**src/afs_pkg.sv**
```systemverilog
// Purpose: shared constants for the amplifier fault supervisor
// Assumes: 32-bit apb, pclk at 20 MHz
// Notes: all offsets are byte addresses
package afs_pkg;
   // register byte offsets
   localparam logic [7:0] ADDR_CTRL = 8'h00;
   localparam logic [7:0] ADDR_CMD = 8'h04;
   localparam logic [7:0] ADDR_QUERY = 8'h08;
   localparam logic [7:0] ADDR_STATUS = 8'h0C;
   localparam logic [7:0] ADDR_STEP = 8'h10;
   localparam logic [7:0] ADDR_HOLD = 8'h14;
   localparam logic [7:0] ADDR_LIMIT = 8'h18;
   // thresholds in sensor units (volts, amps, deg c)
   localparam logic [7:0] UV_VOLTS = 8'd18;
   localparam logic [7:0] OV_TRIP_VOLTS = 8'd94;
   localparam logic [7:0] OV_CLEAR_VOLTS = 8'd90;
   localparam logic [7:0] OC_PAIR_AMPS = 8'd20;
   localparam logic [7:0] OT_DEG_C = 8'd80;
   // status bit positions, selector 0
   localparam int ST_UV = 0;
   localparam int ST_OV = 1;
   localparam int ST_OC = 2;
   localparam int ST_OT = 3;
   // query selectors and lockout answer
   localparam logic [1:0] SEL_FAULTS = 2'd0;
   localparam logic [1:0] SEL_CONT = 2'd2;
   localparam logic [1:0] SEL_LOCK = 2'd3;
   localparam logic [7:0] LOCK_ANSWER = 8'h03;
   // command bits
   localparam int CMD_ENABLE = 0;
   localparam int CMD_MOTOR_OFF = 1;
   localparam int CMD_RESET = 2;
   // reset values
   localparam logic [2:0] RST_MTYPE = 3'd0;
   localparam logic [7:0] RST_GAIN = 8'h00;
   localparam logic [4:0] RST_RES = 5'd1;
   localparam logic [14:0] RST_HOLD = 15'h0000;
   localparam logic [7:0] RST_CONT_LIM = 8'd10;
   // hold current in percent
   localparam logic [6:0] PCT_FULL = 7'd100;
   localparam logic [6:0] PCT_LOW = 7'd25;
   localparam logic [6:0] PCT_FULLSTEP = 7'd70;
   // servo sample period
   localparam int SAMPLE_US = 1000;
   localparam int CLK_MHZ = 20;
   localparam int SAMPLE_CYC = SAMPLE_US * CLK_MHZ;
   // motor type encodings: 0, 1, 2 stand for types -2, -2.5, 1
   typedef enum logic [2:0] {
      AFS_MT_STEP = 3'd0,
      AFS_MT_STEP_HALF = 3'd1,
      AFS_MT_SERVO = 3'd2
   } afs_mtype_t;
endpackage : afs_pkg

```
**src/afs_hold_if.sv**
```systemverilog
// Purpose: link between supervisor and hold-current timer
// Assumes: one clock
// Notes: none
`timescale 1ns/1ps
interface afs_hold_if;
   logic sample_tick;
   logic at_rest;
   logic [14:0] mode;
   logic low_current;
   modport sup (output sample_tick, output at_rest, output mode, input low_current);
   modport tmr (input sample_tick, input at_rest, input mode, output low_current);
endinterface : afs_hold_if

```
**src/afs_hold_timer.sv**
```systemverilog
// Purpose: hold-current reduction timer
// Assumes: sample_tick one pulse per servo sample
// Notes: counts samples after the move ends
`timescale 1ns/1ps
module afs_hold_timer (
   // clock and reset
   input wire logic pclk,
   input wire logic presetn,
   // supervisor side
   afs_hold_if.tmr h
);
   logic [14:0] cnt_q;
   always_ff @(posedge pclk or negedge presetn) begin
      if (!presetn) begin
         cnt_q <= 15'h0000;
      end else if (!h.at_rest) begin
         cnt_q <= 15'h0000;
      end else if (h.sample_tick && cnt_q != 15'h7FFF) begin
         cnt_q <= cnt_q + 15'd1;
      end
   end
   // mode 0 full, 1 immediate, 2.. delayed
   always_comb begin
      if (h.mode == 15'd0) begin
         h.low_current = 1'b0; // [RULE19]
      end else if (h.mode == 15'd1) begin
         h.low_current = h.at_rest; // [RULE19]
      end else begin
         h.low_current = h.at_rest && (cnt_q >= h.mode); // [RULE19]
      end
   end
endmodule : afs_hold_timer

```
**src/afs_supervisor.sv**
```systemverilog
// Purpose: amplifier fault supervisor with apb registers
// Assumes: sensor values are already digitised, asynchronous to pclk
// Notes: sensor and program-state pins other than amp_fault_handler_label pass two flip-flops before use; apb pins do not
//
// Summary of operation
// [RULE1] query selector 0,2,3 returns eight-bit status
// [RULE2] selector 0 flags uv, ov, oc, ot
// [RULE3] selector 2 flags continuous current exceeded
// [RULE4] selector 3 reports lockout triggered
// [RULE5] faults vector thread zero to handler
// [RULE6] disable below 18 volts, self-clearing
// [RULE7] power-up undervoltage triggers handler
// [RULE8] over 94 off, below 90 on
// [RULE9] overvoltage self-clears, no handler
// [RULE10] pair current over 20 latches off
// [RULE11] overcurrent shutdown is unconditional
// [RULE12] over 80 degrees off plus handler
// [RULE13] overtemp clears by cool then enable
// [RULE14] lockout kills stage, motor off, answers 3
// [RULE15] host recovers lockout: off then enable
// [RULE16] host should set off-on-error with lockout
// [RULE17] motor type defaults stepper, servo selectable
// [RULE18] stepper current 0.5 to 1.4 amps
// [RULE19] hold mode 0 full, 1 low, delayed
// [RULE20] resolution codes 1, 2, 4, 16
// [RULE21] drive short sets bit 0, disables
// [RULE22] host clears drive error: off, hold 0, enable
// [RULE23] compare each sample, latch until recovery
`timescale 1ns/1ps
module afs_supervisor #(
   parameter int SAMPLE_CYCLES = afs_pkg::SAMPLE_CYC
) (
   // clock and reset
   input wire logic pclk,
   input wire logic presetn,
   // apb slave
   input wire logic psel,
   input wire logic penable,
   input wire logic pwrite,
   input wire logic [7:0] paddr,
   input wire logic [31:0] pwdata,
   output logic [31:0] prdata,
   output logic pready,
   output logic pslverr,
   // sensors, asynchronous
   input wire logic [7:0] supply_volts,
   input wire logic [7:0] pair_amps,
   input wire logic [7:0] sink_deg_c,
   input wire logic lockout_input,
   input wire logic drive_short,
   // program state
   input wire logic thread0_running,
   input wire logic amp_fault_handler_label,
   input wire logic move_done,
   // outputs
   output logic amp_enable,
   output logic motor_off,
   output logic handler_jump,
   output logic [6:0] hold_pct,
   output logic step_active_high
);
   ////////////////////////////////////////////////////////////////////
   // input synchronisers
   localparam int SW = 8 * 3 + 4;
   logic [SW-1:0] s1_q, s2_q;
   always_ff @(posedge pclk or negedge presetn) begin
      if (!presetn) begin
         s1_q <= '0;
         s2_q <= '0;
      end else begin
         s1_q <= {supply_volts, pair_amps, sink_deg_c, lockout_input, drive_short,
                  thread0_running, move_done};
         s2_q <= s1_q;
      end
   end
   logic [7:0] volts, amps, degc;
   logic lock_in, short_in, thr0, moving_done;
   assign {volts, amps, degc, lock_in, short_in, thr0, moving_done} = s2_q;

   ////////////////////////////////////////////////////////////////////
   // sample tick
   logic [$clog2(SAMPLE_CYCLES)-1:0] tick_cnt_q;
   logic tick;
   assign tick = (tick_cnt_q == '0);
   always_ff @(posedge pclk or negedge presetn) begin
      if (!presetn) begin
         tick_cnt_q <= '0;
      end else if (tick) begin
         tick_cnt_q <= ($clog2(SAMPLE_CYCLES))'(SAMPLE_CYCLES - 1); // [RULE23]
      end else begin
         tick_cnt_q <= tick_cnt_q - 1'b1;
      end
   end

   ////////////////////////////////////////////////////////////////////
   // apb access and command pulses
   logic wr, rd;
   assign wr = psel && penable && pwrite;
   assign rd = psel && penable && !pwrite;
   assign pready = 1'b1;
   function automatic logic mapped(input logic [7:0] a);
      return a == afs_pkg::ADDR_CTRL || a == afs_pkg::ADDR_CMD ||
             a == afs_pkg::ADDR_QUERY || a == afs_pkg::ADDR_STATUS ||
             a == afs_pkg::ADDR_STEP || a == afs_pkg::ADDR_HOLD ||
             a == afs_pkg::ADDR_LIMIT;
   endfunction : mapped
   assign pslverr = psel && penable && !mapped(paddr);
   logic cmd_wr, en_cmd, off_cmd, rst_cmd;
   assign cmd_wr = wr && paddr == afs_pkg::ADDR_CMD;
   assign en_cmd = cmd_wr && pwdata[afs_pkg::CMD_ENABLE];
   assign off_cmd = cmd_wr && pwdata[afs_pkg::CMD_MOTOR_OFF];
   assign rst_cmd = cmd_wr && pwdata[afs_pkg::CMD_RESET];

   ////////////////////////////////////////////////////////////////////
   // configuration registers
   afs_pkg::afs_mtype_t mtype_q;
   logic [7:0] gain_q, cont_lim_q;
   logic [4:0] res_q;
   logic [14:0] hold_q;
   logic [1:0] sel_q;
   function automatic logic res_ok(input logic [4:0] c);
      return c == 5'd1 || c == 5'd2 || c == 5'd4 || c == 5'd16; // [RULE20]
   endfunction : res_ok
   always_ff @(posedge pclk or negedge presetn) begin
      if (!presetn) begin
         mtype_q <= afs_pkg::AFS_MT_STEP; // [RULE17]
         gain_q <= afs_pkg::RST_GAIN;
         res_q <= afs_pkg::RST_RES;
         hold_q <= afs_pkg::RST_HOLD;
         cont_lim_q <= afs_pkg::RST_CONT_LIM;
         sel_q <= afs_pkg::SEL_FAULTS;
      end else if (rst_cmd) begin
         mtype_q <= afs_pkg::AFS_MT_STEP;
         res_q <= afs_pkg::RST_RES;
         hold_q <= afs_pkg::RST_HOLD;
      end else if (wr) begin
         unique case (paddr)
            afs_pkg::ADDR_CTRL: begin
               if (pwdata[1:0] != 2'd3) begin
                  mtype_q <= afs_pkg::afs_mtype_t'({1'b0, pwdata[1:0]}); // [RULE17]
               end
            end
            afs_pkg::ADDR_QUERY: begin
               if (pwdata[1:0] != 2'd1) begin
                  sel_q <= pwdata[1:0]; // [RULE1]
               end
            end
            afs_pkg::ADDR_STEP: begin
               gain_q <= pwdata[7:0]; // [RULE18]
               if (res_ok(pwdata[12:8])) begin
                  res_q <= pwdata[12:8]; // [RULE20]
               end
            end
            afs_pkg::ADDR_HOLD: hold_q <= pwdata[14:0]; // [RULE19]
            afs_pkg::ADDR_LIMIT: cont_lim_q <= pwdata[7:0];
            default: ;
         endcase
      end
   end
   // gain 0..128 maps 0.5 A + n * 7 mA up to 1.4 A
   logic [7:0] gain_eff;
   assign gain_eff = (gain_q > 8'd128) ? 8'd128 : gain_q; // [RULE18]

   ////////////////////////////////////////////////////////////////////
   // protection comparisons, evaluated every sample
   logic uv_q, ov_q, oc_q, ot_q, cont_q, lock_q, short_q;
   logic oc_now, ot_now;
   assign oc_now = amps > afs_pkg::OC_PAIR_AMPS;
   assign ot_now = degc > afs_pkg::OT_DEG_C;
   logic clear_req;
   assign clear_req = en_cmd || rst_cmd;
   always_ff @(posedge pclk or negedge presetn) begin
      if (!presetn) begin
         uv_q <= 1'b0;
         ov_q <= 1'b0;
         cont_q <= 1'b0;
      end else if (tick) begin
         uv_q <= volts < afs_pkg::UV_VOLTS; // [RULE6]
         if (volts > afs_pkg::OV_TRIP_VOLTS) begin
            ov_q <= 1'b1; // [RULE8]
         end else if (volts < afs_pkg::OV_CLEAR_VOLTS) begin
            ov_q <= 1'b0; // [RULE9]
         end
         cont_q <= amps > cont_lim_q; // [RULE3]
      end
   end
   // latched faults; a live condition wins over a clear
   always_ff @(posedge pclk or negedge presetn) begin
      if (!presetn) begin
         oc_q <= 1'b0;
         ot_q <= 1'b0;
      end else begin
         if (tick && oc_now) begin
            oc_q <= 1'b1; // [RULE10] [RULE11]
         end else if (clear_req && !oc_now) begin
            oc_q <= 1'b0; // [RULE10]
         end
         if (tick && ot_now) begin
            ot_q <= 1'b1; // [RULE12]
         end else if (clear_req && !ot_now) begin
            ot_q <= 1'b0; // [RULE13]
         end
      end
   end
   // lockout: off then enable, or reset; drive short also needs hold 0 before the enable
   logic off_seen_q;
   logic lock_clr;
   assign lock_clr = rst_cmd || (en_cmd && off_seen_q);
   always_ff @(posedge pclk or negedge presetn) begin
      if (!presetn) begin
         lock_q <= 1'b0;
         short_q <= 1'b0;
         off_seen_q <= 1'b0;
      end else begin
         if (off_cmd) begin
            off_seen_q <= 1'b1;
         end else if (en_cmd) begin
            off_seen_q <= 1'b0;
         end
         if (lock_in) begin
            lock_q <= 1'b1; // [RULE14]
         end else if (lock_clr) begin
            lock_q <= 1'b0; // [RULE15]
         end
         if (short_in) begin
            short_q <= 1'b1; // [RULE21]
         end else if (rst_cmd || (en_cmd && off_seen_q && hold_q == 15'd0)) begin
            short_q <= 1'b0; // [RULE22]
         end
      end
   end

   ////////////////////////////////////////////////////////////////////
   // handler vectoring on a new handler-worthy fault
   logic hfault, hfault_prev_q;
   assign hfault = uv_q || oc_q || ot_q || lock_q || short_q; // [RULE9]
   always_ff @(posedge pclk or negedge presetn) begin
      if (!presetn) begin
         hfault_prev_q <= 1'b0; // undervoltage at power-up is a new fault
         handler_jump <= 1'b0;
      end else begin
         // a fault raised before the program runs stays new until vectored
         hfault_prev_q <= hfault && thr0 && amp_fault_handler_label;
         handler_jump <= hfault && !hfault_prev_q && thr0 &&
                         amp_fault_handler_label; // [RULE5] [RULE7] [RULE12]
      end
   end

   ////////////////////////////////////////////////////////////////////
   // power stage and motor state
   logic motor_off_q;
   always_ff @(posedge pclk or negedge presetn) begin
      if (!presetn) begin
         motor_off_q <= 1'b1;
      end else if (lock_in || (lock_q && !lock_clr)) begin
         motor_off_q <= 1'b1; // [RULE14]
      end else if (off_cmd) begin
         motor_off_q <= 1'b1;
      end else if (en_cmd) begin
         motor_off_q <= 1'b0;
      end
   end
   assign motor_off = motor_off_q;
   always_ff @(posedge pclk or negedge presetn) begin
      if (!presetn) begin
         amp_enable <= 1'b0;
      end else begin
         amp_enable <= !(motor_off_q || uv_q || ov_q || oc_q || ot_q || lock_q ||
                         short_q || lock_in); // [RULE6] [RULE8] [RULE11] [RULE14] [RULE21]
      end
   end

   ////////////////////////////////////////////////////////////////////
   // hold current
   afs_hold_if hif ();
   assign hif.sample_tick = tick;
   assign hif.at_rest = moving_done;
   assign hif.mode = hold_q;
   afs_hold_timer u_hold (
      .pclk(pclk),
      .presetn(presetn),
      .h(hif)
   );
   always_ff @(posedge pclk or negedge presetn) begin
      if (!presetn) begin
         hold_pct <= afs_pkg::PCT_FULL;
         step_active_high <= 1'b1;
      end else begin
         step_active_high <= mtype_q != afs_pkg::AFS_MT_SERVO; // [RULE17]
         if (hif.low_current) begin
            hold_pct <= afs_pkg::PCT_LOW; // [RULE19]
         end else if (res_q == 5'd1 && moving_done) begin
            hold_pct <= afs_pkg::PCT_FULLSTEP; // [RULE20]
         end else begin
            hold_pct <= afs_pkg::PCT_FULL;
         end
      end
   end

   ////////////////////////////////////////////////////////////////////
   // status query and read data
   logic [7:0] query_val;
   always_comb begin
      unique case (sel_q)
         afs_pkg::SEL_FAULTS: begin
            query_val = 8'h00;
            query_val[afs_pkg::ST_UV] = uv_q || short_q; // [RULE2] [RULE21]
            query_val[afs_pkg::ST_OV] = ov_q; // [RULE2]
            query_val[afs_pkg::ST_OC] = oc_q; // [RULE2]
            query_val[afs_pkg::ST_OT] = ot_q; // [RULE2]
         end
         afs_pkg::SEL_CONT: query_val = {7'd0, cont_q}; // [RULE3]
         afs_pkg::SEL_LOCK: query_val = lock_q ? afs_pkg::LOCK_ANSWER : 8'h00; // [RULE4]
         default: query_val = 8'h00;
      endcase
   end
   always_ff @(posedge pclk or negedge presetn) begin
      if (!presetn) begin
         prdata <= 32'h0000_0000;
      end else if (psel && !penable && !pwrite) begin
         unique case (paddr)
            afs_pkg::ADDR_CTRL: prdata <= {29'd0, mtype_q};
            afs_pkg::ADDR_QUERY: prdata <= {30'd0, sel_q};
            afs_pkg::ADDR_STATUS: prdata <= {24'd0, query_val}; // [RULE1]
            afs_pkg::ADDR_STEP: prdata <= {19'd0, res_q, gain_eff};
            afs_pkg::ADDR_HOLD: prdata <= {17'd0, hold_q};
            afs_pkg::ADDR_LIMIT: prdata <= {24'd0, cont_lim_q};
            default: prdata <= 32'h0000_0000;
         endcase
      end
   end

   ////////////////////////////////////////////////////////////////////
   // checks
   a_ot_disables: assert property (@(posedge pclk) disable iff (!presetn)
      ot_q |=> !amp_enable) else $error("overtemp left amp on"); // [RULE12]
   a_oc_latches: assert property (@(posedge pclk) disable iff (!presetn)
      oc_q && !clear_req |=> oc_q) else $error("overcurrent cleared early"); // [RULE10]
   a_lock_answer: assert property (@(posedge pclk) disable iff (!presetn)
      lock_q && sel_q == afs_pkg::SEL_LOCK |-> query_val == 8'h03)
      else $error("lockout answer wrong"); // [RULE14]
   a_lock_motor_off: assert property (@(posedge pclk) disable iff (!presetn)
      $rose(lock_q) |=> motor_off) else $error("lockout kept motor on"); // [RULE14]
   a_ov_no_handler: assert property (@(posedge pclk) disable iff (!presetn)
      ov_q && !uv_q && !oc_q && !ot_q && !lock_q && !short_q |=> !handler_jump)
      else $error("handler on overvoltage"); // [RULE9]
   a_uv_clears: assert property (@(posedge pclk) disable iff (!presetn)
      tick && volts >= afs_pkg::UV_VOLTS |=> !uv_q) else $error("uv stuck"); // [RULE6]
   a_short_bit0: assert property (@(posedge pclk) disable iff (!presetn)
      short_q && sel_q == afs_pkg::SEL_FAULTS |-> query_val[0])
      else $error("short not on bit 0"); // [RULE21]
   a_ov_hyst: assert property (@(posedge pclk) disable iff (!presetn)
      tick && volts > afs_pkg::OV_TRIP_VOLTS |=> ov_q ##1 !amp_enable)
      else $error("ov did not trip"); // [RULE8]
   c_handler: cover property (@(posedge pclk) handler_jump);
   c_lock_recover: cover property (@(posedge pclk) $fell(lock_q));
   c_low_current: cover property (@(posedge pclk) hold_pct == afs_pkg::PCT_LOW);
endmodule : afs_supervisor

```
**config.mk**
```make
export PLATFORM = sky130hd
export DESIGN_NAME = afs_supervisor
export DESIGN_NICKNAME = d
export VERILOG_FILES = /design/src/afs_pkg.sv /design/src/afs_hold_if.sv /design/src/afs_hold_timer.sv /design/src/afs_supervisor.sv
export SDC_FILE = /design/constraint.sdc
export NUM_CORES = 1
export LEC_CHECK = 0
export BUFFER_PORTS_ARGS = -buffer_cell sky130_fd_sc_hd__buf_2
export CORE_UTILIZATION = 46
export CTS_CLUSTER_DIAMETER = 40
export DETAILED_ROUTE_END_ITERATION = 8
export MAX_ROUTING_LAYER = met4
export PLACE_DENSITY = 0.74
export SYNTH_ARGS = -nofsm -noshare
export SYNTH_HDL_FRONTEND = slang
export SYNTH_SLANG_ARGS = --single-unit
```
**constraint.sdc**
```tcl
create_clock -name pclk -period 4.9 [get_ports pclk]
set_input_delay 0.49 -clock pclk [delete_from_list [all_inputs] [get_ports pclk]]
set_output_delay 0.49 -clock pclk [all_outputs]
set_load 0.01 [all_outputs]
```
## Yosys cells after proc, flatten, opt, wreduce, memory -nomap -nowiden

Cells that the tools add are included.

- Bits in registers: 179
- Input port bits: 74
- Output and inout bits: 45

- $add $sub $neg: 2
- $lt $le $gt $ge: 8
- Eq/ne operators: 19
- Multiplexer cells: 35
- Bitwise logic cells: 1
- Reduce and logical (&&, ||, !) cells: 81

Operators by type and width:

| kind | count |
|---|---|
| $mux W15 | 6 |
| $pmux W15 S6 | 1 |
| $logic_not A15 Y1 | 2 |
| $logic_or A1 B1 Y1 | 25 |
| $eq A8 B5 Y1 const B | 3 |
| $logic_and A1 B1 Y1 | 24 |
| $reduce_bool A2 Y1 | 12 |
| $mux W5 | 4 |
| $eq A8 B4 Y1 const B | 2 |
| $gt A8 B7 Y1 const B | 2 |
| $add A15 B1 Y15 const B | 1 |
| $eq A15 B1 Y1 const B | 1 |
| $ge A15 B15 Y1 | 1 |
| $mux W1 | 15 |
| $ne A15 B15 Y1 const B | 1 |
| $sub A15 B1 Y15 const B | 1 |
| $mux W3 | 4 |
| $pmux W4 S3 | 1 |
| $reduce_and A3 Y1 | 4 |
| $eq A5 B1 Y1 const B | 2 |
| $eq A8 B3 Y1 const B | 1 |
| $gt A8 B5 Y1 const B | 1 |
| $gt A8 B8 Y1 | 1 |
| $gt A8 B8 Y1 const B | 1 |
| 20 further kinds | 30 |

## Logic depth before layout (Yosys ltp)

Gate-level depths: netlist of the first run.

- Depth in word-level cells: 10
- Gate-level depth with buffers: 8
- Mapped depth without buffers: 7

## By module

A second synthesis of the first run with hierarchy kept.

- Cells, all modules: 651
- Area, all modules: 7169.4 um^2

By module, submodules not included:

| module | instances | cells an instance | area an instance (um^2) |
|---|---|---|---|
| afs_supervisor | 1 | 494 | 5815.6 |
| afs_hold_timer | 1 | 157 | 1353.8 |

## Worst setup path before layout of the first run

OpenSTA, ideal clock, no wires.

- Path type: in2reg
- Start point: in paddr[1]
- End point: reg hold_q[10], in the netlist hif.mode[10]
- Library setup time: 0.121 ns
- Arrival: 1.929 ns
- Slack: 2.850 ns
- Stages: 5
- Buffers on the path: 1
- Path through: or4_1 > nor2_1 > o211ai_1 > buf_2 > a22o_1

- Word-level cells in the longest chain between the ends: 5
- Elaborated cells on any way between the ends: 8
- Classes of those cells: eq/ne: 2; mux: 1; reduce/logical: 5

RTL lines:

| what | line | source |
|---|---|---|
| start: declaration | afs_supervisor.sv:40 | `input wire logic [7:0] paddr,` |
| $eq A8 B3 Y1 | afs_supervisor.sv:109 | `assign cmd_wr = wr && paddr == afs_pkg::ADDR_CMD;` |
| $logic_and A1 B1 Y1 | afs_supervisor.sv:109 |  |
| $logic_and A1 B1 Y1 | afs_supervisor.sv:112 | `assign rst_cmd = cmd_wr && pwdata[afs_pkg::CMD_RESET];` |
| $reduce_bool A2 Y1 (no source line) | -- |  |
| $reduce_and A2 Y1 (no source line) | -- |  |
| end signal: assignment | afs_supervisor.sv:129 | `hold_q <= afs_pkg::RST_HOLD;` |
| end signal: assignment | afs_supervisor.sv:135 | `hold_q <= afs_pkg::RST_HOLD;` |
| end signal: assignment | afs_supervisor.sv:154 | `afs_pkg::ADDR_HOLD: hold_q <= pwdata[14:0];` |
| end: declaration | afs_supervisor.sv:119 | `logic [14:0] hold_q;` |

Parallel ways exist; a longest one is shown, timed or not.
A chain may end at the register's enable or synchronous reset.

## Final worst setup path of the first run

- Start point: in paddr[1]
- End point: reg res_q[2]

- Word-level cells in the longest chain between the ends: 5
- Elaborated cells on any way between the ends: 9
- Classes of those cells: eq/ne: 2; mux: 1; reduce/logical: 6

RTL lines:

| what | line | source |
|---|---|---|
| $eq A8 B3 Y1 | afs_supervisor.sv:109 |  |
| $logic_and A1 B1 Y1 | afs_supervisor.sv:109 |  |
| $logic_and A1 B1 Y1 | afs_supervisor.sv:112 |  |
| $reduce_bool A2 Y1 (no source line) | -- |  |
| $reduce_and A3 Y1 (no source line) | -- |  |
| end signal: assignment | afs_supervisor.sv:128 | `res_q <= afs_pkg::RST_RES;` |
| end signal: assignment | afs_supervisor.sv:134 | `res_q <= afs_pkg::RST_RES;` |
| end signal: assignment | afs_supervisor.sv:151 | `res_q <= pwdata[12:8];` |
| end: declaration | afs_supervisor.sv:118 | `logic [4:0] res_q;` |

Parallel ways exist; a longest one is shown, timed or not.

==> parameters.txt, run 1 <==
Parameter                              Value

Drt
  Detail-routed via count per cell ... approximately 5.7
  DR pass1 iterations ... 9
  Residual DRC count ... 12
  Routed Antenna Nets ... 0
  Average wire length per cell after detail routing ... ~17 microns
  DRT Wirelength ... between 15,000 and 20,000 microns
  Starting DRC count in detailed routing ... 393
  Count of vias placed by the detailed router ... around 5,200

Synthesis
  Ranking of synthesized cells by area ... dfrtp_1, ha_1, o21ai_0
  Part of the Yosys area used for sequential elements ... approximately 57%
  Count of distinct cell types in the synthesized netlist ... 69
  Most frequent cells after synthesis ... dfrtp_1, nand2_1, inv_1, o21ai_0, nor2_1
  Netlist area before placement ... ~7000 sq um
  Synthesized area divided by synthesized cell count ... ~11 sq um
  Main synth FF type ... dfrtp_1
  Synth top area share ... roughly 54%
  Post-synth EDFFs ... 0
  Proportion of synthesized flip-flops having asynchronous set or reset ... 100%
  Number of synthesis warnings ... 0
  Library cell with the highest instance count after synthesis ... dfrtp_1
  Cell count after synthesis ... about 640
  Register bit count reported by yosys ... ~160
  Biggest area consumer among synthesized cells ... dfrtp_1

Outcome
  Run status ... finished with violations
  Failing checks ... design-rule violations

Timing
  Final worst-path cycle share ... 52.4%
  RSZ-0062 raised after global routing ... false
  Post-route minimum period ... around 2600 ps
  Final setup violation count ... 0
  Worst slew margin ... roughly 22%
  Slew Viols, Final ... 0
  Slew @ Worst Pin ... ~1200 ps
  Aggregate negative setup slack ... 0 ps
  Max frequency ... approximately 0.4 GHz
  Max Clock Skew ... approximately 9.6 ps
  Endpoints failing hold ... 0

Worst setup path
  Worst endpoint data arrival time ... between 2000 and 3000 ps
  Critical setup path kind ... primary input to register
  Startpoint of the most critical register-to-register path ... tick_cnt_q[2]$_DFF_PN0_
  WP data required ... 5180 ps
  Depth of the worst register-to-register path ... 5
  Worst setup path end ... res_q[2]$_DFFE_PN0P_
  Nature of the critical path startpoint ... primary input
  Setup slack, reg-to-reg ... about 2500 ps
  Worst Setup End Kind ... register
  Top fanout value on the critical path ... 11
  Startpoint of the most critical setup path ... paddr[1]
  Crit Reg-Reg Endpoint ... ov_q$_DFFE_PN0P_

Clocking
  CTS hold repair buffers ... 0
  Clock root buffer ... clkbuf_16
  Maximum buffer depth of the clock tree ... 2
  TritonCTS clock tree ... built
  CTS sink cnt ... 158
  Clock edge transition at the registers on the reported setup and hold paths ... 60 ps
  Buffers inserted by post-CTS timing repair ... 0
  # resized after CTS ... 0
  Number of CTS-inserted buffers ... 17
  Clock latency on the worst-skew pair ... roughly 430 ps
  CTS H-Tree Depth ... 4

Cells and area
  Final Instance Area ... between 8000 and 9000 sq um
  Number of nets in the finished design ... ~820
  Layout cells sized above 1 ... about 20%
  Number of cells in the finished layout apart from fillers ... 923
  Layout-stage area growth over the synthesis result ... 16.7%

Place
  HPWL after detailed placement ... about 11,000 microns
  Port buffer count ... between 80 and 90
  Cell area after placement ... 7510 sq um
  Routability-driven placement congestion ratio ... 0.892
  Number of cells after detailed placement ... just under 900

Die
  Ports ... 119
  Floorplan Core Area ... between 10,000 and 15,000 sq um
  Die width ... about 130 microns
  Die Y ... about 130 microns
  Row count ... 44
  Initial Util ... approximately 48%
  Full die area ... between 15,000 and 20,000 sq um

GRT
  Maximum number of pins on one net before global-route repair ... 120
  Remaining global-route overflow ... 0
  Number of global-route vias before repair ... around 5,100
  Global-route wire length before repair ... 25,800 microns
  Initial antenna violation count ... 1
  Global routing usage summed across all routing layers ... 21.8%

Hold path
  Worst hold-check path type ... primary input to register

Pwr
  Sum of internal, switching and leakage power ... 2.96 mW
  Power per unit of standard cell area ... ~360 nW/um^2
  Leakage dissipation ... 3.70 nW
  Maximum vdd ir drop ... 0.307 mV

Run
  Number of max-capacitance violations reported ... 0
==> layer usage <==
layer  part of all wire [%]  track usage [%]  wire length, microns
met3                    7.4             6.33                  1140
met5                      0                -                     0
met4                    1.5             7.75                   226
met2                     47             33.2                  7230
met1                     44             27.8                  6730
==> layout by cell type, fill, tap and decap left out, types with 5 or more instances in the layout <==
| cell type | count |
|---|---|
| a22oi_1 | 9 |
| o21ai_1 | 5 |
| nand2b_1 | 6 |
| o21ai_0 | 43 |
| nand3_1 | 14 |
| xor2_1 | 7 |
| dfrtp_1 | 151 |
| mux2_2 | 9 |
| nor4_1 | 7 |
| or3_1 | 9 |
| nor3_1 | 16 |
| clkbuf_16 | 17 |
| and4_1 | 6 |
| nor2_1 | 36 |
| xnor2_1 | 9 |
| buf_2 | 82 |
| dfstp_2 | 7 |
| ha_1 | 25 |
| a22o_1 | 15 |
| inv_1 | 43 |
| mux2i_1 | 5 |
| nor2b_1 | 9 |
| nand4_1 | 15 |
| a21oi_1 | 28 |
| conb_1 | 18 |
| o211ai_1 | 5 |
| nand2_1 | 56 |
==> power breakdown <==
group | internal (mW) | switching, mW
Clock | 0.888 | 0.562
Combinational | 0.0524 | 0.0990
Sequential | 1.34 | 0.0190
Total | 2.28 | 0.680
==> how the worst min path moves through the flow <==
stage / start / cells past startpoint / slack (ps) / end
2_1_floorplan: presetn / 0 / 190 / amp_enable$_DFF_PN0_
3_3_place_gp: s1_q[21]$_DFF_PN0_ / 0 / 330 / s2_q[21]$_DFF_PN0_
3_5_place_dp: s1_q[19]$_DFF_PN0_ / 0 / 330 / s2_q[19]$_DFF_PN0_
4_1_cts: pair_amps[6] / 1 / 150 / s1_q[18]$_DFF_PN0_
5_1_grt: pair_amps[6] / 1 / 150 / s1_q[18]$_DFF_PN0_
6_report: pair_amps[6] / 1 / 170 / s1_q[18]$_DFF_PN0_
==> cell families (layout without fill, tap and decap cells) <==
kind of cell / Yosys count / count (layout) / share of synthesized area [%]
adders and majority gates: 25 / 25 / 4.47
buffers and inverters: 79 / 160 / 5.45
muxes: 14 / 14 / 2.16
DFF: 158 / 158 / 56.6
other: 2 / 19 / 0.107
xor gates and xnor gates: 16 / 16 / 2.00
AOI/OAI and AO/OA: 145 / 145 / 13.7
and+or+nand+nor: 202 / 202 / 15.5
==> stage by stage <==
| stage | hold slack [ps] | setup WS [ps] | utilization (%) |
|---|---|---|---|
| after detailed placement | 335 | 1980 | 51.1 |
| after global placement | 334 | 2010 | 51.1 |
| after global routing | 146 | 2180 | 55.6 |
| after CTS | 153 | 2430 | 55.5 |
| after floorplan | 194 | 2850 | - |
| final | 169 | 2330 | 55.6 |
==> critical path: stages <==
cell	delay [ps]
buf_2	110
or4_1	620
nor3_1	920
nand3_1	190
a21oi_1	370
o21ai_0	150
==> state kept, by name, indices dropped and copies added, names as in the netlist, 4 cells and up <==
signal / flops
prdata: 15
res_q: 5
cont_lim_q: 8
s2_q: 28
tick_cnt_q: 15
u_hold.cnt_q: 15
s1_q: 28
hif.mode: 15
gain_q: 8
hold_pct: 4
==> layout make-up <==
class	count	area (sq um)
Tap cell	184	230
Clock inverter	14	216
Inverter	43	161
Timing Repair Buffer	85	437
Sequential cell	158	3960
Clock buffer	18	439
Multi-Input combinational cell	420	2720
Fill cell	1201	6530
Antenna cell	1	2.50
Note: power is estimated with default switching activity, not from simulation.
==> inputs of run 2 (changes only) <==
- clock period: 4.9 -> 2.66 ns (I/O delays scaled with it)
==> run 2 against run 1 <==
- the flow still finishes with violations (design-rule violations)
- largest cell class unchanged
- hold slack worse by 100 ps
- combinational power up 120%
- critical path type is now register to register
- non-clock buffer count up 43
- clock power up 68%
- clock skew down 2.0 ps
- design area up 4.2%
==> parameters.txt, run 2 (synthesis results as in run 1) <==
Parameter                              Value

GRT
  Global-route wire length before repair ... 27,000 microns (was 25,800 microns)
  Initial antenna violation count ... 0 (was 1)
  Global routing usage summed across all routing layers ... 22.8% (was 21.8%)
  Number of global-route vias before repair ... 5,488 (was 5,095)
  Remaining global-route overflow ... 0 (unchanged)
  Maximum number of pins on one net before global-route repair ... 73 (was 120)

Place
  Port buffer count ... 83 (unchanged)
  Number of cells after detailed placement ... 904 (was 890)
  Pre-CTS WS ... 246 ps (was 1980 ps)
  Routability-driven placement congestion ratio ... 0.922 (was 0.892)
  HPWL after detailed placement ... 11,300 microns (was 10,900 microns)

Worst setup path
  Worst Setup End Kind ... register (unchanged)
  Worst endpoint data arrival time ... 2760 ps (was 2850 ps)
  Slowest cell on the critical path ... a2111oi_0 (was nor3_1)
  Critical path cell sequence ... inv_1 > ha_1 > a21o_1 > a21o_1 > a2111oi_0 > o22ai_1 > nor4b_1 (was buf_2 > or4_1 > nor3_1 > nand3_1 > a21oi_1 > o21ai_0)
  Peak per-stage delay on the critical path ... 600 ps (was 920 ps)
  Worst path most repeated cell ... a21o_1
  WP data required ... 2980 ps (was 5180 ps)
  Depth of the worst register-to-register path ... 7 (was 5)
  Buffers plus inverters on the worst setup path ... 1 (unchanged)
  Critical path depth ... 7 (was 6)
  Critical path's top delay family ... compound AO/OA/AOI/OAI gates (was simple AND/OR/NAND/NOR gates)
  Nature of the critical path startpoint ... register (was primary input)
  Top fanout value on the critical path ... 4 (was 11)
  Critical setup path kind ... register to register (was primary input to register)

Pwr
  Leakage dissipation ... 3.88 nW (was 3.70 nW)
  Sum of internal, switching and leakage power ... 5.26 mW (was 2.96 mW)
  Cell Int Power ... 4.04 mW (was 2.28 mW)
  Combinational cell fraction of total power ... 6.2% (was 5.1%)
  Part of the total power dissipated in sequential elements ... 47.7% (was 46.0%)
  Power per unit of standard cell area ... 619 nW/um^2 (was 363 nW/um^2)
  Switching pwr ... 1.23 mW (was 680 uW)
  Net switching share of the total power ... 23.3% (was 22.9%)
  Clock share of power ... 46.1% (was 48.9%)
  Maximum vdd ir drop ... 0.539 mV (was 0.307 mV)

Timing
  Max frequency ... just over 0.4 GHz
  Final Worst Setup Slack ... 222 ps (was 2330 ps)
  Endpoints failing hold ... 0 (unchanged)
  Slew Viols, Final ... 0 (unchanged)
  RSZ-0062 raised after global routing ... false (unchanged)
  Post-route minimum period ... 2440 ps
  Worst slew margin ... 45.5% (was 22.4%)
  Final setup violation count ... 0 (unchanged)
  Slew @ Worst Pin ... 797 ps (was 1160 ps)
  Aggregate negative setup slack ... 0 ps (unchanged)
  Max Clock Skew ... 7.59 ps (was 9.59 ps)
  Final worst-path cycle share ... around 90%

Clocking
  CTS sink cnt ... 158 (unchanged)
  Number of CTS-inserted buffers ... 17 (unchanged)
  Buffers inserted by post-CTS timing repair ... 0 (unchanged)
  Clock root buffer ... clkbuf_16 (unchanged)
  Maximum buffer depth of the clock tree ... 2 (unchanged)
  # resized after CTS ... 0 (unchanged)
  Clock edge transition at the registers on the reported setup and hold paths ... 60 ps (about the same)
  CTS H-Tree Depth ... 4 (unchanged)
  TritonCTS clock tree ... built (unchanged)
  Clock latency on the worst-skew pair ... 430 ps (about the same)

Cells and area
  Sequential standard cell area ... 3960 sq um (unchanged)
  Commonest non-fill, non-tap cell in the layout ... dfrtp_1 (unchanged)
  Layout cells sized above 1 ... 20.4% (was 19.9%)
  Filler Cells Inserted ... 1,188 (was 1,201)
  Number of nets in the finished design ... 867 (was 824)
  Antenna Diode Count ... 0 (was 1)
  Largest registers ... s1_q x28, s2_q x28 (unchanged)
  Core occupancy in the finished layout ... 57.9% (was 55.6%)
  Number of cells in the finished layout apart from fillers ... 965 (was 923)
  Most frequent cells in the layout ... dfrtp_1, buf_2, nand2_1 (unchanged)
  Area of the multi-input gates ... 2710 sq um (was 2720 sq um)
  Layout-stage area growth over the synthesis result ... 21.6% (was 16.7%)

Drt
  Starting DRC count in detailed routing ... 432 (was 393)
  Detail-routed via count per cell ... 5.68 (was 5.67)
  Residual DRC count ... 12 (unchanged)
  Routed Antenna Nets ... 0 (unchanged)
  DR pass1 iterations ... 9 (unchanged)
  Average wire length per cell after detail routing ... 16.6 microns (about the same)
  DRT Wirelength ... 16,000 microns (was 15,300 microns)
  Count of vias placed by the detailed router ... 5,483 (was 5,237)

Hold path
  Worst hold-check path type ... primary input to register (unchanged)
  Worst Hold Depth ... 2 (was 1)

Outcome
  Run status ... finished with violations (unchanged)
  Failing checks ... design-rule violations (unchanged)

Die
  Initial Util ... 47.6% (unchanged)
  Floorplan Core Area ... 14,700 sq um (unchanged)
  Die Y ... 125 microns (unchanged)
  Full die area ... 15,700 sq um (unchanged)
  Die width ... 125 microns (unchanged)
  Row count ... 44 (unchanged)
  Ports ... 119 (unchanged)

Run
  Number of max-capacitance violations reported ... 0 (unchanged)
==> run 2: area by class of cell <==
class,count,area share (%)
Clock inverter,13,1.81
Clock buffer,19,5.21
Tap cell,184,2.71
Inverter,43,1.90
Sequential cell,158,46.6
Timing Repair Buffer,128,9.93
Multi-Input combinational cell,420,31.9
==> run 2: power by group through the flow <==
stage                     sequential, mW  combinational [mW]  clock [mW]
final                               2.51               0.325        2.43
after global routing                2.52               0.360        2.58
after CTS                           2.51               0.323        2.48
after detailed placement            2.55               0.289           0
after global placement              2.55               0.278           0
after floorplan                     2.55               0.152           0
==> run 2: final timing paths <==
path | start | to | slack (ps)
worst max-delay path | hif.mode[4]$_DFFE_PN0P_ | hold_pct[1]$_DFF_PN0_ | 220
worst min-delay path | pwdata[13] | hif.mode[13]$_DFFE_PN0P_ | 70
worst max register to register | hif.mode[4]$_DFFE_PN0P_ | hold_pct[1]$_DFF_PN0_ | 220
worst min register to register | s1_q[18]$_DFF_PN0_ | s2_q[18]$_DFF_PN0_ | 340
max in group asynchronous | presetn | s1_q[17]$_DFF_PN0_ | 1510
min in group asynchronous | presetn | tick_cnt_q[2]$_DFF_PN0_ | 350
==> run 2: timing repair <==
action / in CTS / in global routing
hold buffers: 29 / 0
hold endpoints to repair: 75 / 0
endpoints found under the setup margin: 0 / 0
==> run 2: metrics by stage <==
step / instance area (sq um) / hold slack, ps
2_1_floorplan: 7060 / -29.6
3_3_place_gp: 7620 / 234
3_5_place_dp: 7620 / 246
4_1_cts: 8510 / 49.0
5_1_grt: 8510 / 58.2
6_report: 8510 / 69.1
==> run 2: worst reg2reg max path, cell delays in order, from the launching register on <==
cell       delay (ps)
dfrtp_1           430
inv_1              70
ha_1              300
a21o_1            170
a21o_1            180
a2111oi_0         600
o22ai_1           290
nor4b_1           300
==> run 2: per-layer routing <==
| metal | track usage [%] | share of wire (%) |
|---|---|---|
| met2 | 36.2 | 48 |
| met3 | 4.54 | 6.2 |
| met4 | 8.97 | 1.8 |
| met5 | - | 0 |
| met1 | 28.8 | 44 |
